**config.mk**
```make
export PLATFORM = sky130hd
export DESIGN_NAME = stats_host_end_flat
export DESIGN_NICKNAME = d
export VERILOG_FILES = /design/src/verilog/stats_glue_pkg.sv /design/src/verilog/stats_glue_if.sv /design/src/verilog/stats_host_end.sv /design/src/flat_wrapper.sv
export VERILOG_INCLUDE_DIRS = /design/src /design/src/verilog
export SDC_FILE = /design/constraint.sdc
export NUM_CORES = 1
export LEC_CHECK = 0
export CORE_UTILIZATION = 40
export DETAILED_ROUTE_END_ITERATION = 16
export DONT_BUFFER_PORTS = 1
export PLACE_DENSITY = 0.52
export SLEW_MARGIN = 20
export SYNTH_ARGS = -nofsm -noshare
export SYNTH_HDL_FRONTEND = slang
export SYNTH_SLANG_ARGS = --single-unit
```
**constraint.sdc**
```tcl
create_clock -name clk -period 2.3 [get_ports clk]
set_input_delay 0.46 -clock clk [delete_from_list [all_inputs] [get_ports clk]]
set_output_delay 0.46 -clock clk [all_outputs]
set_load 0.005 [all_outputs]
```
**src/verilog/stats_glue_cfg.svh**
```systemverilog
// Constants for the statistics-unit glue and its host-side partner.
// Assumes a single 40 MHz clock and a synchronous active-low reset.
// Notes on behaviour
// - Gated select never precedes gated read/write
// - Host strobes follow its raw select
// - Gated read/write derived from host write strobe only
// - Gated select derived from raw select
// - Address and data bypass glue; every control output is registered
// - Serial line buffers get true, inverted direction
// - Data-valid qualified by transmit-ready
// - Host writes use four wait states
// - Host reads use five wait states
// - Host ends access by wait count
// - One command reads all counters, then interrupts
// - One unit serves up to 16 controllers
// - Statistics kept locally, read back over bus
`ifndef STATS_GLUE_CFG_SVH
`define STATS_GLUE_CFG_SVH
`define CLK_PERIOD_NS 25
`define WRITE_WAIT_STATES 4'h4
`define READ_WAIT_STATES 4'h5
`define MAX_CONTROLLERS 5'h10
`define ADDR_WIDTH 8
`define DATA_WIDTH 8
`endif

```
**src/verilog/stats_glue_pkg.sv**
```systemverilog
// Types used by the host end of the statistics-unit glue.
// Assumes the constants header is available on the include path.
package stats_glue_pkg;
  typedef enum logic [3:0] {
    HOST_IDLE = 4'h1,
    HOST_SELECT = 4'h2,
    HOST_STROBE = 4'h4,
    HOST_RELEASE = 4'h8
  } host_state_e;
endpackage

```
**src/verilog/stats_glue_if.sv**
```systemverilog
// Pins between the host processor end and the statistics-unit glue.
// Assumes one clock shared by both ends; the bench joins the two.
`timescale 1ns/1ps
`include "stats_glue_cfg.svh"
interface stats_glue_if;
  logic ioReadB;
  logic ioWriteB;
  logic hostStatsSelectB;
  logic [`ADDR_WIDTH-1:0] address;
  logic [`DATA_WIDTH-1:0] writeData;
  logic [`DATA_WIDTH-1:0] readData;
  modport host (
    output ioReadB,
    output ioWriteB,
    output hostStatsSelectB,
    output address,
    output writeData,
    input readData
  );
  modport glue (
    input ioReadB,
    input ioWriteB,
    input hostStatsSelectB,
    input address,
    input writeData,
    output readData
  );
endinterface

```
**src/verilog/stats_host_end.sv**
```systemverilog
// Host processor end: runs one I/O access with programmed wait states.
// Assumes the user holds request until accepted by the done pulse.
`timescale 1ns/1ps
`include "stats_glue_cfg.svh"
module stats_host_end (
  input wire logic clk, // 40 MHz clock
  input wire logic rst_b, // Synchronous reset, active low
  stats_glue_if.host bus, // Pins toward the glue
  input wire logic request, // Start one access
  input wire logic writeNotRead, // 1 write, 0 read
  input wire logic [`ADDR_WIDTH-1:0] reqAddress, // Register address
  input wire logic [`DATA_WIDTH-1:0] reqData, // Write data
  output logic done, // One-cycle end of access
  output logic [`DATA_WIDTH-1:0] readResult // Captured read data
);
  typedef struct packed {
    stats_glue_pkg::host_state_e state;
    logic [3:0] waitCount;
    logic isWrite;
    logic ioReadB;
    logic ioWriteB;
    logic selectB;
    logic [`ADDR_WIDTH-1:0] address;
    logic [`DATA_WIDTH-1:0] writeData;
    logic done;
    logic [`DATA_WIDTH-1:0] readResult;
  } host_s;

  host_s state_reg;
  host_s state_next;

  always_comb begin
    state_next = state_reg;
    state_next.done = 1'b0;
    case (state_reg.state)
      stats_glue_pkg::HOST_IDLE: begin
        if (request) begin
          // Select first, strobes a cycle later
          state_next.selectB = 1'b0;
          state_next.address = reqAddress;
          state_next.writeData = reqData;
          state_next.isWrite = writeNotRead;
          state_next.state = stats_glue_pkg::HOST_SELECT;
        end
      end
      stats_glue_pkg::HOST_SELECT: begin
        state_next.ioWriteB = ~state_reg.isWrite;
        state_next.ioReadB = state_reg.isWrite;
        // Ready input unused; cycle length fixed
        state_next.waitCount = state_reg.isWrite ? `WRITE_WAIT_STATES : `READ_WAIT_STATES;
        state_next.state = stats_glue_pkg::HOST_STROBE;
      end
      stats_glue_pkg::HOST_STROBE: begin
        if (state_reg.waitCount == 4'h0) begin
          if (!state_reg.isWrite) begin
            state_next.readResult = bus.readData;
          end
          state_next.ioReadB = 1'b1;
          state_next.ioWriteB = 1'b1;
          state_next.state = stats_glue_pkg::HOST_RELEASE;
        end else begin
          state_next.waitCount = state_reg.waitCount - 4'h1;
        end
      end
      stats_glue_pkg::HOST_RELEASE: begin
        state_next.selectB = 1'b1;
        state_next.done = 1'b1;
        state_next.state = stats_glue_pkg::HOST_IDLE;
      end
      default: begin
        state_next.state = stats_glue_pkg::HOST_IDLE;
      end
    endcase
  end

  always_ff @(posedge clk) begin
    if (!rst_b) begin
      state_reg <= '{state: stats_glue_pkg::HOST_IDLE, waitCount: 4'h0, isWrite: 1'b0,
                     ioReadB: 1'b1, ioWriteB: 1'b1, selectB: 1'b1,
                     address: '0, writeData: '0, done: 1'b0, readResult: '0};
    end else begin
      state_reg <= state_next;
    end
  end

  assign bus.ioReadB = state_reg.ioReadB;
  assign bus.ioWriteB = state_reg.ioWriteB;
  assign bus.hostStatsSelectB = state_reg.selectB;
  assign bus.address = state_reg.address;
  assign bus.writeData = state_reg.writeData;
  assign done = state_reg.done;
  assign readResult = state_reg.readResult;
endmodule

```
**src/flat_wrapper.sv**
```systemverilog
// flat-port wrapper written by rule: the top's interface ports become plain ports
module stats_host_end_flat 
  (clk, rst_b, request, writeNotRead, reqAddress, reqData, done, readResult, bus_ioReadB, bus_ioWriteB, bus_hostStatsSelectB, bus_address, bus_writeData, bus_readData);
  stats_glue_if bus_i ();
  input wire logic clk;
  input wire logic rst_b;
  input wire logic request;
  input wire logic writeNotRead;
  input wire logic [`ADDR_WIDTH-1:0] reqAddress;
  input wire logic [`DATA_WIDTH-1:0] reqData;
  output logic done;
  output logic [`DATA_WIDTH-1:0] readResult;
  output wire logic [$bits(bus_i.ioReadB)-1:0] bus_ioReadB;
  output wire logic [$bits(bus_i.ioWriteB)-1:0] bus_ioWriteB;
  output wire logic [$bits(bus_i.hostStatsSelectB)-1:0] bus_hostStatsSelectB;
  output wire logic [$bits(bus_i.address)-1:0] bus_address;
  output wire logic [$bits(bus_i.writeData)-1:0] bus_writeData;
  input wire logic [$bits(bus_i.readData)-1:0] bus_readData;
  assign bus_ioReadB = bus_i.ioReadB;
  assign bus_ioWriteB = bus_i.ioWriteB;
  assign bus_hostStatsSelectB = bus_i.hostStatsSelectB;
  assign bus_address = bus_i.address;
  assign bus_writeData = bus_i.writeData;
  assign bus_i.readData = bus_readData;
  stats_host_end u_core (.clk(clk), .rst_b(rst_b), .bus(bus_i), .request(request), .writeNotRead(writeNotRead), .reqAddress(reqAddress), .reqData(reqData), .done(done), .readResult(readResult));
endmodule
```
### Word-level counts from Yosys, hierarchy flattened

Cells that the tools add are included.

* register bits after elaboration: 37
* bits in latches: 0
* memories: 0
* input bits: 28
* bits in read-only memories: 0
* output and inout port bits: 28
* bits in writable memories: 0

* bitwise operators: 1
* shift operators: 0
* reduce and logical (&&, ||, !) cells: 9
* magnitude comparators: 0
* div/mod/pow operators: 0
* multiply operators: 0
* equal/unequal tests: 7
* add/sub/neg operators: 1
* mux-type cells: 11

Operators with widths (count)
* $mux 17: 1
* $mux 4: 3
* $pmux 4 s3: 1
* $reduce_and 2->1: 5
* $pmux 4 s2: 1
* $eq 4x1->1 const B: 1
* $eq 4x2->1 const B: 1
* $eq 4x3->1 const B: 1
* $eq 4x4->1 const B: 1
* $logic_not 4->1: 1
* $ne 2x2->1 const B: 2
* $pmux 2 s2: 1
* $reduce_bool 2->1: 2
* $sub 4x1->4 const B: 1
* $reduce_and 3->1: 1
* $mux 1: 2
* $mux 2: 1
* $ne 2x1->1 const B: 1
* $pmux 1 s2: 1
* $not 1->1: 1

### Depth between registers and ports, before layout

* depth in word-level cells: 3
* gate-level depth with buffers: 5

### Least setup slack after synthesis

Ideal clock, no wire load.

* path type: register to register
* from: reg u_core.state_reg[33] (netlist bit)
* to: reg u_core.state_reg[32] (netlist bit)
* data required time: 2214 ps
* buffers on the path: 1
* arrival: 1680 ps
* stages on the path, launching flop included: 5
* slack: 534 ps
* period minus slack after synthesis: 1766 ps
* setup time: 86 ps
* path through: dfxtp_1 -> or4b_1 -> buf_2 -> or4_1 -> a211oi_1

* word-level cells in the longest chain between the ends: 3

Ends and longest elaborated chain
* from (decl): RTL line stats_host_end.sv:29 `host_s state_reg;`
* from (signal assigned): RTL line stats_host_end.sv:78 `state_reg <= '{state: stats_glue_pkg::HOST_IDLE, waitCount: 4'h0, isWrite: 1'b0,`
* from (signal assigned): RTL line stats_host_end.sv:82 `state_reg <= state_next;`
* $eq 4x3->1 / $eq 4x2->1 (equally long branches): RTL line stats_host_end.sv:35 `case (state_reg.state)`
* $ne 2x2->1 (no source line) / $reduce_bool 2->1 (equally long branches)
* $reduce_and 2->1 (no source line)

Several ways; a longest one is shown, not always the timed one.
A chain may end at the register's enable or synchronous reset.

### Worst setup path after layout

Same ends and word-level chain as after synthesis.

==> out/metrics.yaml <==
grt_usage: 0.160
hold_viol: 0
hold_class: "input port to flip-flop"
syn-mean-instance-area_sq_um: 8.81
ys_types: 33
hold_buffers: 0
max_slew_margin: 0.609
slew_violations: 0
total_power_mw: 1.37
synthesis.nets: 219
critPathArrivalTime_ns: 2.10
h-tree-depth: 2
fin_setup_tns_ns: 0
cap_violations: 0
n_antenna_cell: 0
dp.cells: 208
largest_register_ffs: 9
setup_viol: 0
pin_count: 56
power_density_mw_per_mm2: 830
insertion_delay_ns: 0.29
portBuffers: 0
die_w_microns: 66.7
synth_top_area_cell: "dfxtp_1"
dieArea_sq_mm: 0.00445
via_per_inst: 5.56
yosysSeqAreaShare: 0.442
worst_pin_slew_ns: 0.585
critical_path.max_fanout: 7
synth_top_cell_area_share: 0.442
crit_path_max_incr_delay_ns: 0.69
cts_resized: 0
first_global_vias: 1173
ant_nets: 0
grt_pass1_wl_microns: 5240
antenna_found_initial: 0
num_vias: 1202
synthTopCellsByArea: "dfxtp_1, buf_4, o21ai_0"
fin_worst_skew_ns: 0.00602
syn_inst: 190
drive_above_1_share: 0.108
cp_num_buf_inv: 0
area_delta_synth_final_pct: -1.35
core_sq_mm: 0.00400
ir_drop_v: 0.000263
num_rows: 23
initial_core_util: 0.419
dr.pass1.iters: 4
post_cts_buffers: 0
finalNonFillerCells: 216
synth_warnings: 0
fin_nets: 194
cp_top_family: "simple AND/OR/NAND/NOR gates"
min_period_ns: 1.90
timing.fmax_mhz: 526
dpl.hpwl_microns: 2270
drc: 0
synth_area_sq_mm: 0.00167
status: "completed"
cp_slowest_cell: "or4b_1"
wirelength_microns: 3270
synth-seq-cells: 37
path_cells: "or4b_1 -> or4_1 -> a211oi_1"
whs_ns: 0.249
n_fill_cell: 399
clkTransAtPathRegs_ns: 0.08
crit_type: "flip-flop to flip-flop"
rrSetupSlack_ns: 0.40
die_h_microns: 66.7
crit_required_ns: 2.50
leakage_nw: 0.559
cts_tree: "done"
endpoint_kind: "flip-flop"
gp_congestion: 0.748
gr-total-overflow: 0
clk_path_buf_depth: 2
rsz0062_at_grt: "false"
post_drt_wl_per_cell_microns: 15.1
numCtsBuffers: 5
root_buffer: "clkbuf_8"
drtIter0Drc: 36
critPathLaunchType: "flip-flop"
min_period_over_period: 0.827
grt_max_degree: 28
cts_num_sinks: 37
==> per-layer routing <==
metal	global-route usage	up-vias	share of wire
li1	-	597	-
met1	0.185	557	0.44
met2	0.260	42	0.46
met3	0.0668	6	0.085
met4	0.0638	0	0.015
met5	0	-	0
==> final cells by class <==
type                    instances  area (sq um)  area share
clock inverters                 3          46.3      0.0280
well taps                      50          62.6      0.0379
repair buffers                  3          22.5      0.0136
inverters                       4          15.0     0.00909
clock buffers                   5          68.8      0.0417
multi-input cells             114           696       0.421
flip-flops and latches         37           741       0.448
==> cell usage in the layout (no fill, tap or decap), types with 2 or more instances in the layout <==
cell type	count
a211oi_1	4
nor4b_1	2
o21ai_0	22
nor3_1	2
nand2_1	16
nor2_1	4
nand3_1	18
dfxtp_1	37
mux2i_1	8
buf_4	3
a21boi_0	3
clkbuf_8	5
or4b_2	3
a21oi_1	16
inv_1	3
==> cell families after synthesis <==
kind of cell / synth area share
AO/OA/AOI/OAI: 0.171
AND/OR/NAND/NOR: 0.189
flip-flops: 0.442
buffers and inverters: 0.142
multiplexers: 0.0478
adder cells (fa/ha/maj): 0.00747
==> stage by stage <==
stage               utilization  instance area, sq um  setup WS (ns)
finish                    0.413                  1650          0.398
floorplan                     -                  1670          0.534
detailed placement        0.384                  1540          0.388
global route              0.413                  1650          0.248
global placement          0.384                  1540          0.448
CTS                       0.413                  1650          0.357
==> path summary, 6_finish.rpt <==
path	from	to	cells past startpoint
worst max-delay path	u_core.state_reg[33]	u_core.state_reg[32]	3
worst min-delay path	rst_b	u_core.bus.hostStatsSelectB	1
worst max register to register	u_core.state_reg[33]	u_core.state_reg[32]	3
worst min register to register	u_core.readResult[6]	u_core.readResult[6]	2
==> cells in the mapped netlist, drive strengths merged <==
master / count
buf: 25
o21ai: 22
o311a: 1
or4: 1
nor3: 3
a211oi: 4
nand2: 16
a21oi: 16
o221ai: 1
inv: 3
nor3b: 1
or4b: 4
or3: 1
a21boi: 3
clkbuf: 10
nand3: 18
nor4b: 3
ha: 1
or3b: 1
mux2i: 8
o31a: 1
nor2: 4
and4b: 1
a31o: 1
and2: 1
and3: 1
clkinv: 1
dfxtp: 37
o21a: 1
==> where the power goes <==
part / internal [mW] / switching (mW)
clock network: 0.324 / 0.239
registers: 0.671 / 0.0255
logic: 0.0427 / 0.0673
total: 1.04 / 0.332
Note: power is estimated with default switching activity, not from simulation.
